===== src/design/rlm_consts.svh =====
// Purpose: offsets, field positions, reset values and widths of the
//          receive link alarm and error monitor
// Assumes: register indices are word indices; byte address = index * 4
// Notes:   bit positions count from the least significant bit
`ifndef RLM_CONSTS_SVH
`define RLM_CONSTS_SVH

// ****************************************************************
// register indices (byte address is four times the index)
// ****************************************************************
`define RLM_IDX_W 18
`define RLM_IDX_SECT_CNT 18'h3_0a09
`define RLM_IDX_CELL_CNT 18'h3_0a0a
`define RLM_IDX_DROP 18'h3_0a0b
`define RLM_IDX_OOS 18'h3_0a0c
`define RLM_IDX_NEARF 18'h3_0a0d
`define RLM_IDX_ALERR 18'h3_0a0e
`define RLM_IDX_CTRL 18'h3_0a10
`define RLM_IDX_IRQ_ST 18'h3_0a11
`define RLM_IDX_IRQ_EN 18'h3_0a12
`define RLM_IDX_IRQ_CLR 18'h3_0a13

// ****************************************************************
// field positions and widths
// ****************************************************************
`define RLM_BIT_GRP_B_DROP 3
`define RLM_BIT_GRP_A_DROP 5
`define RLM_BIT_GRP_B_SONET 2
`define RLM_BIT_GRP_A_SONET 5
`define RLM_BIT_GRP_B_ALERR 3
`define RLM_BIT_GRP_A_ALERR 5
`define RLM_CTRL_CELL_MODE 0
`define RLM_CTRL_SEL_LSB 1
`define RLM_CTRL_MIN_LSB 8
`define RLM_NLINK 8
`define RLM_SEL_W 3
`define RLM_CNT_W 8
`define RLM_PTR_W 8
`define RLM_NIRQ 6

// ****************************************************************
// reset values and constants
// ****************************************************************
`define RLM_CNT_RESET 8'h00
`define RLM_CNT_MAX 8'hff
`define RLM_PTR_ZERO 8'h00
`define RLM_RESP_OKAY 2'h0
`define RLM_RESP_DECERR 2'h3

`endif


===== src/design/rlm_pkg.sv =====
// Purpose: types of the receive link alarm and error monitor
// Assumes: widths come from rlm_consts.svh
// Notes:   the whole module state is one packed struct
`include "rlm_consts.svh"

package rlm_pkg;

    // ****************************************************************
    // module state
    // ****************************************************************
    typedef struct packed {
        logic awv;
        logic [`RLM_IDX_W-1:0] awidx;
        logic wv;
        logic [31:0] wdata;
        logic [3:0] wstrb;
        logic bvalid;
        logic [1:0] bresp;
        logic rvalid;
        logic [31:0] rdata;
        logic [1:0] rresp;
        logic [`RLM_CNT_W-1:0] sect_cnt;
        logic [`RLM_CNT_W-1:0] cell_cnt;
        logic [1:0] drop;
        logic [1:0] oos;
        logic [1:0] nearf;
        logic [1:0] alerr;
        logic cell_mode;
        logic [`RLM_SEL_W-1:0] link_sel;
        logic [`RLM_PTR_W-1:0] fifo_min;
        logic [`RLM_NIRQ-1:0] irq_st;
        logic [`RLM_NIRQ-1:0] irq_en;
        logic alarm_a;
        logic alarm_b;
        logic irq;
    } rlm_state_s;

endpackage


===== src/design/rlm_monitor.sv =====
// Purpose: receive link error counters and group alarm flags with an
//          AXI4-Lite register slave
// Assumes: all event inputs come from receive logic clocked by aclk
// Notes:   group vectors use index 1 for group A (AC/AD) and index 0
//          for group B (BC/BD)
//
// Decided for this implementation: the AXI4-Lite interface to the registers.
`timescale 1ns/1ps
`include "rlm_consts.svh"

// How it works
// - an 8-bit section parity error count rises on each error of the monitored link and clears when read; an error in the read cycle leaves it at one.
// - an 8-bit cell parity error count rises on each cell error of the monitored link in cell mode and clears when read.
// - the link select setting picks the one link that feeds both counts.
// - in cell mode a dropped cell in group BC/BD sets bit 3 of the drop status.
// - in cell mode a dropped cell in group AC/AD sets bit 5 of the drop status.
// - in SONET mode a failed channel alignment in BC/BD sets bit 2 of the alignment status.
// - in SONET mode a failed channel alignment in AC/AD sets bit 5 of the alignment status.
// - in SONET mode a nearly full alignment FIFO of BC/BD sets bit 2 of the FIFO status.
// - in SONET mode a nearly full alignment FIFO of AC/AD sets bit 5 of the FIFO status.
// - near-full means the read address is below the threshold when the write address zero is written.
// - in cell mode an alignment error between BC and BD sets bit 3 of the alignment error status.
// - in cell mode an alignment error between AC and AD sets bit 5 of the alignment error status.
// - each group alarm is the OR of that group's status bits and drives an alarm output.
module rlm_monitor (
    // clock and reset
    input wire logic aclk,
    input wire logic aresetn,
    // axi4-lite write address
    input wire logic s_axi_awvalid,
    output logic s_axi_awready,
    input wire logic [19:0] s_axi_awaddr,
    input wire logic [2:0] s_axi_awprot,
    // axi4-lite write data
    input wire logic s_axi_wvalid,
    output logic s_axi_wready,
    input wire logic [31:0] s_axi_wdata,
    input wire logic [3:0] s_axi_wstrb,
    // axi4-lite write response
    output logic s_axi_bvalid,
    input wire logic s_axi_bready,
    output logic [1:0] s_axi_bresp,
    // axi4-lite read address
    input wire logic s_axi_arvalid,
    output logic s_axi_arready,
    input wire logic [19:0] s_axi_araddr,
    input wire logic [2:0] s_axi_arprot,
    // axi4-lite read data
    output logic s_axi_rvalid,
    input wire logic s_axi_rready,
    output logic [31:0] s_axi_rdata,
    output logic [1:0] s_axi_rresp,
    // per-link parity error pulses
    input wire logic [`RLM_NLINK-1:0] section_parity_error,
    input wire logic [`RLM_NLINK-1:0] cell_parity_error,
    // per-group event pulses, [1] group a, [0] group b
    input wire logic [1:0] cell_dropped,
    input wire logic [1:0] channel_align_fail,
    input wire logic [1:0] bundle_align_error,
    // per-group alignment fifo pointers
    input wire logic [1:0] align_fifo_wr_en,
    input wire logic [`RLM_PTR_W-1:0] align_fifo_wr_addr_a,
    input wire logic [`RLM_PTR_W-1:0] align_fifo_rd_addr_a,
    input wire logic [`RLM_PTR_W-1:0] align_fifo_wr_addr_b,
    input wire logic [`RLM_PTR_W-1:0] align_fifo_rd_addr_b,
    // alarms
    output logic group_a_alarm,
    output logic group_b_alarm,
    output logic irq
);

    // ****************************************************************
    // decode
    // ****************************************************************
    function automatic logic [32:0] rlm_read(
        input logic [`RLM_IDX_W-1:0] idx,
        input rlm_pkg::rlm_state_s s
    );
        logic [32:0] r;
        r = 33'h1_0000_0000;
        unique case (idx)
            `RLM_IDX_SECT_CNT: r[7:0] = s.sect_cnt;
            `RLM_IDX_CELL_CNT: r[7:0] = s.cell_cnt;
            `RLM_IDX_DROP: begin
                r[`RLM_BIT_GRP_A_DROP] = s.drop[1];
                r[`RLM_BIT_GRP_B_DROP] = s.drop[0];
            end
            `RLM_IDX_OOS: begin
                r[`RLM_BIT_GRP_A_SONET] = s.oos[1];
                r[`RLM_BIT_GRP_B_SONET] = s.oos[0];
            end
            `RLM_IDX_NEARF: begin
                r[`RLM_BIT_GRP_A_SONET] = s.nearf[1];
                r[`RLM_BIT_GRP_B_SONET] = s.nearf[0];
            end
            `RLM_IDX_ALERR: begin
                r[`RLM_BIT_GRP_A_ALERR] = s.alerr[1];
                r[`RLM_BIT_GRP_B_ALERR] = s.alerr[0];
            end
            `RLM_IDX_CTRL: begin
                r[`RLM_CTRL_CELL_MODE] = s.cell_mode;
                r[`RLM_CTRL_SEL_LSB +: `RLM_SEL_W] = s.link_sel;
                r[`RLM_CTRL_MIN_LSB +: `RLM_PTR_W] = s.fifo_min;
            end
            `RLM_IDX_IRQ_ST: r[`RLM_NIRQ-1:0] = s.irq_st;
            `RLM_IDX_IRQ_EN: r[`RLM_NIRQ-1:0] = s.irq_en;
            `RLM_IDX_IRQ_CLR: r[31:0] = 32'h0000_0000;
            default: r = 33'h0_0000_0000;
        endcase
        return r;
    endfunction

    // ****************************************************************
    // state and handshakes
    // ****************************************************************
    rlm_pkg::rlm_state_s q;
    rlm_pkg::rlm_state_s d;
    logic aw_hs;
    logic w_hs;
    logic ar_hs;
    logic wr_go;
    logic [`RLM_IDX_W-1:0] ar_idx;
    logic [32:0] rd_word;
    logic [32:0] wr_word;
    logic rd_sect;
    logic rd_cell;
    logic rd_drop;
    logic rd_oos;
    logic rd_nearf;
    logic rd_alerr;
    logic sel_sect_err;
    logic sel_cell_err;
    logic [1:0] near_hit;
    logic [`RLM_NIRQ-1:0] irq_evt;

    assign s_axi_awready = !q.awv;
    assign s_axi_wready = !q.wv;
    assign s_axi_arready = !q.rvalid;
    assign aw_hs = s_axi_awvalid && !q.awv;
    assign w_hs = s_axi_wvalid && !q.wv;
    assign ar_hs = s_axi_arvalid && !q.rvalid;
    // the response waits for both halves and a free response slot
    assign wr_go = q.awv && q.wv && !q.bvalid;
    assign ar_idx = s_axi_araddr[19:2];
    assign rd_word = rlm_read(ar_idx, q);
    // the held write address decides the write response
    assign wr_word = rlm_read(q.awidx, q);

    // reads that clear counts and flags
    assign rd_sect = ar_hs && (ar_idx == `RLM_IDX_SECT_CNT);
    assign rd_cell = ar_hs && (ar_idx == `RLM_IDX_CELL_CNT);
    assign rd_drop = ar_hs && (ar_idx == `RLM_IDX_DROP);
    assign rd_oos = ar_hs && (ar_idx == `RLM_IDX_OOS);
    assign rd_nearf = ar_hs && (ar_idx == `RLM_IDX_NEARF);
    assign rd_alerr = ar_hs && (ar_idx == `RLM_IDX_ALERR);

    // ****************************************************************
    // event sources
    // ****************************************************************
    // one link feeds both counters
    assign sel_sect_err = section_parity_error[q.link_sel];
    assign sel_cell_err = cell_parity_error[q.link_sel];

    // near-full is judged only on the write to address zero
    assign near_hit[1] = !q.cell_mode && align_fifo_wr_en[1]
        && (align_fifo_wr_addr_a == `RLM_PTR_ZERO)
        && (align_fifo_rd_addr_a < q.fifo_min);
    assign near_hit[0] = !q.cell_mode && align_fifo_wr_en[0]
        && (align_fifo_wr_addr_b == `RLM_PTR_ZERO)
        && (align_fifo_rd_addr_b < q.fifo_min);

    assign irq_evt = {
        q.cell_mode && |bundle_align_error,
        |near_hit,
        !q.cell_mode && |channel_align_fail,
        q.cell_mode && |cell_dropped,
        q.cell_mode && sel_cell_err,
        sel_sect_err
    };

    // ****************************************************************
    // next state
    // ****************************************************************
    always_comb begin
        d = q;
        // write channels
        if (aw_hs) begin
            d.awv = 1'b1;
            d.awidx = s_axi_awaddr[19:2];
        end
        if (w_hs) begin
            d.wv = 1'b1;
            d.wdata = s_axi_wdata;
            d.wstrb = s_axi_wstrb;
        end
        if (q.bvalid && s_axi_bready) begin
            d.bvalid = 1'b0;
        end
        if (wr_go) begin
            d.awv = 1'b0;
            d.wv = 1'b0;
            d.bvalid = 1'b1;
            d.bresp = wr_word[32] ? `RLM_RESP_OKAY : `RLM_RESP_DECERR;
            if (q.awidx == `RLM_IDX_CTRL && q.wstrb[0]) begin
                d.cell_mode = q.wdata[`RLM_CTRL_CELL_MODE];
                d.link_sel = q.wdata[`RLM_CTRL_SEL_LSB +: `RLM_SEL_W];
            end
            if (q.awidx == `RLM_IDX_CTRL && q.wstrb[1]) begin
                d.fifo_min = q.wdata[`RLM_CTRL_MIN_LSB +: `RLM_PTR_W];
            end
            if (q.awidx == `RLM_IDX_IRQ_EN && q.wstrb[0]) begin
                d.irq_en = q.wdata[`RLM_NIRQ-1:0];
            end
            if (q.awidx == `RLM_IDX_IRQ_CLR && q.wstrb[0]) begin
                d.irq_st = q.irq_st & ~q.wdata[`RLM_NIRQ-1:0];
            end
        end
        // read channels
        if (q.rvalid && s_axi_rready) begin
            d.rvalid = 1'b0;
        end
        if (ar_hs) begin
            d.rvalid = 1'b1;
            d.rdata = rd_word[31:0];
            d.rresp = rd_word[32] ? `RLM_RESP_OKAY : `RLM_RESP_DECERR;
        end
        // counters: clear first so an error in the read cycle survives
        if (rd_sect) begin
            d.sect_cnt = `RLM_CNT_RESET;
        end
        if (sel_sect_err && d.sect_cnt != `RLM_CNT_MAX) begin
            d.sect_cnt = d.sect_cnt + 8'h01;
        end
        if (rd_cell) begin
            d.cell_cnt = `RLM_CNT_RESET;
        end
        if (q.cell_mode && sel_cell_err
            && d.cell_cnt != `RLM_CNT_MAX) begin
            d.cell_cnt = d.cell_cnt + 8'h01;
        end
        // sticky group flags, set wins over read clear
        if (rd_drop) begin
            d.drop = 2'h0;
        end
        if (q.cell_mode) begin
            d.drop = d.drop | cell_dropped;
        end
        if (rd_oos) begin
            d.oos = 2'h0;
        end
        if (!q.cell_mode) begin
            d.oos = d.oos | channel_align_fail;
        end
        if (rd_nearf) begin
            d.nearf = 2'h0;
        end
        d.nearf = d.nearf | near_hit;
        if (rd_alerr) begin
            d.alerr = 2'h0;
        end
        if (q.cell_mode) begin
            d.alerr = d.alerr | bundle_align_error;
        end
        // interrupt status, set wins over clear
        d.irq_st = d.irq_st | irq_evt;
        d.irq = |(d.irq_st & d.irq_en);
        // group summaries follow the flags they gather
        d.alarm_a = d.drop[1] | d.oos[1]
            | d.nearf[1] | d.alerr[1];
        d.alarm_b = d.drop[0] | d.oos[0]
            | d.nearf[0] | d.alerr[0];
    end

    always_ff @(posedge aclk) begin
        if (!aresetn) begin
            q <= '0;
        end else begin
            q <= d;
        end
    end

    // ****************************************************************
    // outputs
    // ****************************************************************
    assign s_axi_bvalid = q.bvalid;
    assign s_axi_bresp = q.bresp;
    assign s_axi_rvalid = q.rvalid;
    assign s_axi_rdata = q.rdata;
    assign s_axi_rresp = q.rresp;
    assign group_a_alarm = q.alarm_a;
    assign group_b_alarm = q.alarm_b;
    assign irq = q.irq;
endmodule


===== config.mk =====
export PLATFORM = sky130hd
export DESIGN_NAME = rlm_monitor
export DESIGN_NICKNAME = d
export VERILOG_FILES = /design/src/design/rlm_pkg.sv /design/src/design/rlm_monitor.sv
export VERILOG_INCLUDE_DIRS = /design/src /design/src/design
export SDC_FILE = /design/constraint.sdc
export NUM_CORES = 1
export LEC_CHECK = 0
export BUFFER_PORTS_ARGS = -buffer_cell sky130_fd_sc_hd__buf_2
export CORE_ASPECT_RATIO = 0.5
export CORE_MARGIN = 2
export CORE_UTILIZATION = 51
export DETAILED_ROUTE_END_ITERATION = 8
export PLACE_DENSITY = 0.83
export SETUP_SLACK_MARGIN = 0.2
export SLEW_MARGIN = 20
export SYNTH_ARGS = -nofsm -noshare
export SYNTH_HDL_FRONTEND = slang
export SYNTH_SLANG_ARGS = --single-unit

===== constraint.sdc =====
create_clock -name aclk -period 3.85 [get_ports aclk]
set_input_delay 0.385 -clock aclk [delete_from_list [all_inputs] [get_ports aclk]]
set_output_delay 0.385 -clock aclk [all_outputs]
set_load 0.02 [all_outputs]

# Yosys cells after proc, flatten, opt, wreduce, memory -nomap -nowiden
# Index checks and enable logic that the tools add are counted.
op_classes:
  addsub: 2
  mul: 0
  div_mod_pow: 0
  n_lt_le_gt_ge: 3
  eq_ne: 22
  n_shift: 0
  mux: 33
  bitwise: 15
  reduce_logical: 48
op_table:
  columns: ["op", "count"]
  rows:
  - ["equality test 18 bit (second input constant)", 20]
  - ["two-way mux 8 bit", 5]
  - ["two-way mux 35 bit", 1]
  - ["logical AND 1 bit", 29]
  - ["OR reduction 10 bit", 2]
  - ["two-way mux 2 bit", 9]
  - ["adder 8 x 1 -> 8 bit (second input constant)", 2]
  - ["zero test 8 bit", 2]
  - ["< comparator 8 bit", 2]
  - ["inequality test 8 bit (second input constant)", 2]
  - ["case mux 1 bit (7 select lines)", 2]
  - ["AND 6 bit", 2]
  - ["two-way mux 12 bit", 1]
  - ["two-way mux 6 bit", 2]
  - ["case mux 2 bit (5 select lines)", 1]
  - ["OR reduction 2 bit", 5]
  - ["OR 2 bit", 4]
  - ["case mux 1 bit (8 select lines)", 1]
  - ["binary-select mux 1 bit (select 3 bit)", 2]
  - ["two-way mux 1 bit", 6]
  - ["inverter 6 bit", 1]
  - ["OR 1 bit", 6]
  - ["OR 6 bit", 1]
  - ["OR reduction 6 bit", 1]
  - ["other kinds (8)", 14]
word_totals:
  ff_bits: 111
  latch_bits: 0
  ram_bits: 0
  rom_bits: 0
  in_bits: 145
  out_inout_bits: 44
  elab_cells: 147
  memories: 0

# Longest topological paths before layout
depth:
  ltp_word: 9
  depth_mapped: 11
  mapped_depth_nobuf: 10

# Worst setup path after synthesis
# Ideal clock, no wire load.
synth_timing:
  kind: "input to register"
  start: "in s_axi_araddr[15]"
  end: "reg q[42] (netlist bit)"
  setup_time_ps: 70
  arrival_ps: 2916
  required_time_ps: 3780
  slack_ps: 864
  path_stages: 10
  path_buffers: 1
  path_cell_list: "nor4_4 > nand4_4 > or4b_2 > clkbuf_1 > and2_1 > ha_1 > nand4_1 > o21ai_2 > or4_1 > a21oi_1"
synth_via:
  elab_chain_cells: 6
  word_cells_on_any_way: 7
  classes_between: "add/sub (1); eq/ne (2); mux (2); reduce/logical (2)"
synth_lines:
  columns: ["element", "line", "rtl"]
  rows:
  - ["start, declared", "rlm_monitor.sv:46", "input wire logic [19:0] s_axi_araddr,"]
  - ["equality test 18 bit *", null, null]
  - ["logical AND 1 bit *", "rlm_monitor.sv:151", "assign rd_cell = ar_hs && (ar_idx == `RLM_IDX_CELL_CNT);"]
  - ["two-way mux 8 bit *", "rlm_monitor.sv:234", "if (rd_cell) begin"]
  - ["branches (longest 2 deep; another with adder 8 x 1 -> 8 bit)", null, null]
  - ["two-way mux 8 bit *", "rlm_monitor.sv:237", "if (q.cell_mode && sel_cell_err"]
  - ["end signal, assigned", "rlm_monitor.sv:276", "q <= '0;"]
  - ["end signal, assigned", "rlm_monitor.sv:278", "q <= d;"]
  - ["end, declared", "rlm_monitor.sv:116", "rlm_pkg::rlm_state_s q;"]
# Mark *: on every way between the ends.
# A chain may end at the register's enable or synchronous reset.

# Worst setup path in the final report
# Same ends and word-level chain as after synthesis.

==> results.txt <==
- Setup Crit Path Kind: input pin to flop
- The most used flip-flop cell after synthesis is dfxtp_1.
- Clock tree from TritonCTS: built
* Busiest layer in global routing: met2
- Clk pin slew, worst setup/hold paths: 0.07 ns
- The worst setup path is launched from an input pin.
- In this run the post-CTS setup repair buffer count came out at 0.
- Setup violations remaining at the end of the flow were counted as 0.
* First element of the critical path: s_axi_araddr[15]
- For this design, the sink count on the clock tree is 107.
- Core outline area: 0.0103 mm^2
- Cell type with the highest aggregate area in the netlist: dfxtp_1
- Most used standard cell by instance count after synthesis: dfxtp_1
- After the last flow step, the layout net total stands at ~940.
- Worst-case clock buffer depth: 2
- After synthesis the cells add up to approximately 0.0055 mm^2.
- Routed vias/inst: 5.65
* Pin count of the biggest net entering global routing: between 40 and 50
* Total routing resource utilization after global routing: 24.3%
- Total length of routed wires: between 10000 and 15000 um
* Fin Setup TNS: 0 ns
- Final-report hold violation count: 0
- In this run the tightest slew margin relative to its limit is between 40% and 50%.
* Simple-Gate Fraction of Synth Area: between 20% and 30%
* Total Power: about 0.0023 W
- Clk_lat worst skew: between 0.3 and 0.4 ns
- For this run, asynchronously set or reset flops after synthesis account for 0%.
- Post-synth EDFFs: 0
- The die covers 0.0117 mm^2.
- Number of H-tree levels: 3
- The number of global-route vias before repair came to 4762.
* Worst reg2reg path depth: 11
* Number of port buffers: 142
- Main combinational cell family by area after synthesis: simple AND/OR/NAND/NOR gates
* XOR/XNOR share of the synthesized area: between 1 and 1.5%
- For this run, the detailed router's first-pass iteration total came to 5.
- The worst register-to-register path begins at s_axi_rvalid$_SDFFE_PN0P_.
- Area growth syn-to-layout: 16.5%
- Multiplexer share of the synthesized area: under 10%
- Met2 global-route usage: 39.7%
- Proportion of netlist area held by the largest area contributor: ~39%
- For flop-to-flop paths, the worst setup slack is about 1.1 ns.
- For the final database, setup skew stands at about 0.0082 ns.
* Shortest period the worst path allows: about 2.9 ns
- Total placed cells including tap cells: approximately 900
- Routability-driven placement finished with a final weighted congestion of 0.867.
- Status: complete, no violations
- Top post-synthesis cells by count: dfxtp_1, nand2_1, a21oi_1
- The die is a little under 80 um tall.
- Endpoint of the worst register-to-register path: q[48]$_SDFF_PN0_
- The path class of the tightest hold or removal check is input pin to flop.
* Required time at the worst-slack endpoint: approximately 4.1 ns
- Fillcell total: approximately 870
- The finished cells cover roughly 0.0064 mm^2.
- Area share of fa/ha/maj cells after synthesis: under 10%
- Pleak: between 2 and 3 nW
- Timing would allow up to approximately 340 MHz.
* Nature of the critical path endpoint: flop
- Worst-path cell chain: buf_2 > nor4_4 > nand4_4 > or4b_2 > and2_1 > ha_1 > nand4_1 > o21ai_2 > or4_1 > a21oi_1
- Post-route insts no fill: 923
* Antenna violations before repair: 0
- Hold is met by a little over 0.2 ns.
* Maximum capacitance violations: 0
- Syn. warnings: 0
- The first global-routing pass estimated 22600 um of wire.
* Total number of vias: around 5200
- In this run, post-CTS hold repair placed 0 buffers.
* Sequential fraction of the synthesis area: approximately two fifths
- For this run, global-route usage on met3 was measured as approximately 5.6%.
* Total area of multi-input combinational cells: 0.00298 mm^2
* Met1 usage in global routing: between 30 and 40%
* Number of unique standard cell types used by synthesis: 63
* Maximum net fanout on the critical path: 10
- Antenna diode count: 0
- Power Density: approximately 360 mW/mm^2
* Starting utilization of the core area: 53.2%
- Crit path largest cell delay: around 0.72 ns
- For this run, design rule violations remaining after detail routing come to 0.
- The final critical path takes up about 76% of the cycle.
* Initial DRC count: 489
- Registers take roughly 0.0021 mm^2.
- Leading cell types by total area after synthesis: dfxtp_1, nand2_1, a21oi_1
- CP Capture Point: q[42]$_SDFF_PN0_
* Fraction of the mapped netlist area in compound gates: roughly a fifth
- around 190 I/O pins were placed.
- Averaged over all synthesized cells, the footprint is around 8.2 um^2.
- Synthesis handed over a netlist of approximately 670 instances.
* Post-synthesis register bit count: 107
* Slew Viols, Final: 0
- Total overflow reported by the global router: 0
* Max rail drop VDD: 0.222 mV
- At the pin with the least slew margin, the transition time is 0.812 ns.
- Remaining number of nets flagged by the antenna check after routing: 0
- STA puts the critical path data arrival time at ~3.2 ns.
* Layout cells sized above 1: a little under a quarter
- Cell with the largest stage delay on the worst path: or4b_2
- After floorplanning, the core was divided into 26 placement rows.
- Total half-perimeter wirelength after legalization and detailed placement: 10400 um
* Total clock buffers created by CTS: 9
- Post-CTS resize count: 0
* Setup repair after global routing missed its margin: no
- Once placement finished, the instance area stood at between 0.006 and 0.007 mm^2.
- The die is between 150 and 200 um wide.
* Root buf cell: clkbuf_16
* Wire per inst: roughly 15 um
-- worst max-delay path: cells and delay by family --
kind	cells	cell delay [ns]
and+or+nand+nor	6	2.13
buffers and inverters	1	0.11
AOI/OAI and AO/OA	2	0.32
adders and majority gates	1	0.25
-- routing by layer --
layer  up-vias  part of all wire, %
met5         -                    0
met1      2450                   44
met2       203                   48
met3        31                  6.7
met4         0                  1.7
li1       2534                    -
-- state kept, by name, summed over array words and instances (netlist names) --
name and count:
s_axi_bvalid 1, s_axi_rdata 16, group_b_alarm 1, s_axi_rresp 1, irq 1, group_a_alarm 1, s_axi_bresp 1, q 84
s_axi_rvalid 1
-- where the power goes --
part / internal [W] / leakage (nW) / switching (W) / total [W]
clock: 0.000454 / 0.133 / 0.000451 / 0.000904
sequential: 0.00114 / 0.871 / 0.0000267 / 0.00117
combinational: 0.000109 / 1.68 / 0.000159 / 0.000267
-- placed cells by master (no fill, tap or decap), drive strengths merged, types with 6 or more instances in the layout --
cell type	instances
a21o	8
a21oi	67
a22oi	19
and2	9
buf	149
clkbuf	9
conb	16
dfxtp	107
ha	16
inv	20
mux2i	19
nand2	106
nand2b	13
nand3	15
nand4	10
nor2	61
nor2b	9
nor3	13
nor4	6
o21ai	16
o31ai	8
-- metrics by stage --
| step | utilization (%) | setup WS (ns) |
|---|---|---|
| 3_3_place_gp | 59.1 | 0.670 |
| 4_1_cts | 62.0 | 0.955 |
| 2_1_floorplan | - | 0.864 |
| 6_report | 62.0 | 0.940 |
| 3_5_place_dp | 59.1 | 0.581 |
| 5_1_grt | 62.0 | 0.766 |
-- cells by family (layout without fill, tap and decap cells) --
kind of cell / after synthesis / count (layout)
compound gates: 160 / 160
xor+xnor: 7 / 7
fa+ha+maj: 16 / 16
buf+inv: 83 / 182
flops: 107 / 107
mux: 25 / 25
other cells: 1 / 16
simple gates: 270 / 270
-- area by class of cell --
class / count / share of cell area, %
Timing Repair Buffer: 149 / 11.9
Clock inverter: 7 / 1.05
Clock buffer: 9 / 3.51
Sequential cell: 107 / 33.4
Multi-Input combinational cell: 494 / 46.4
Inverter: 17 / 0.995
Tap cell: 140 / 2.73
-- worst min-delay path by stage --
stage,startpoint,end,slack (ns),depth (start not counted)
after detailed placement,s_axi_rdata[5]$_SDFFE_PN0P_,s_axi_rdata[5]$_SDFFE_PN0P_,0.44,2
after floorplan,q[142]$_SDFFE_PN0P_,q[142]$_SDFFE_PN0P_,0.43,2
final,s_axi_rready,s_axi_rvalid$_SDFFE_PN0P_,0.21,2
after global placement,s_axi_rdata[6]$_SDFFE_PN0P_,s_axi_rdata[6]$_SDFFE_PN0P_,0.44,2
after CTS,s_axi_rready,s_axi_rvalid$_SDFFE_PN0P_,0.20,2
after global routing,s_axi_rready,s_axi_rvalid$_SDFFE_PN0P_,0.22,2
No activity file was read; power rests on OpenSTA's default activity.
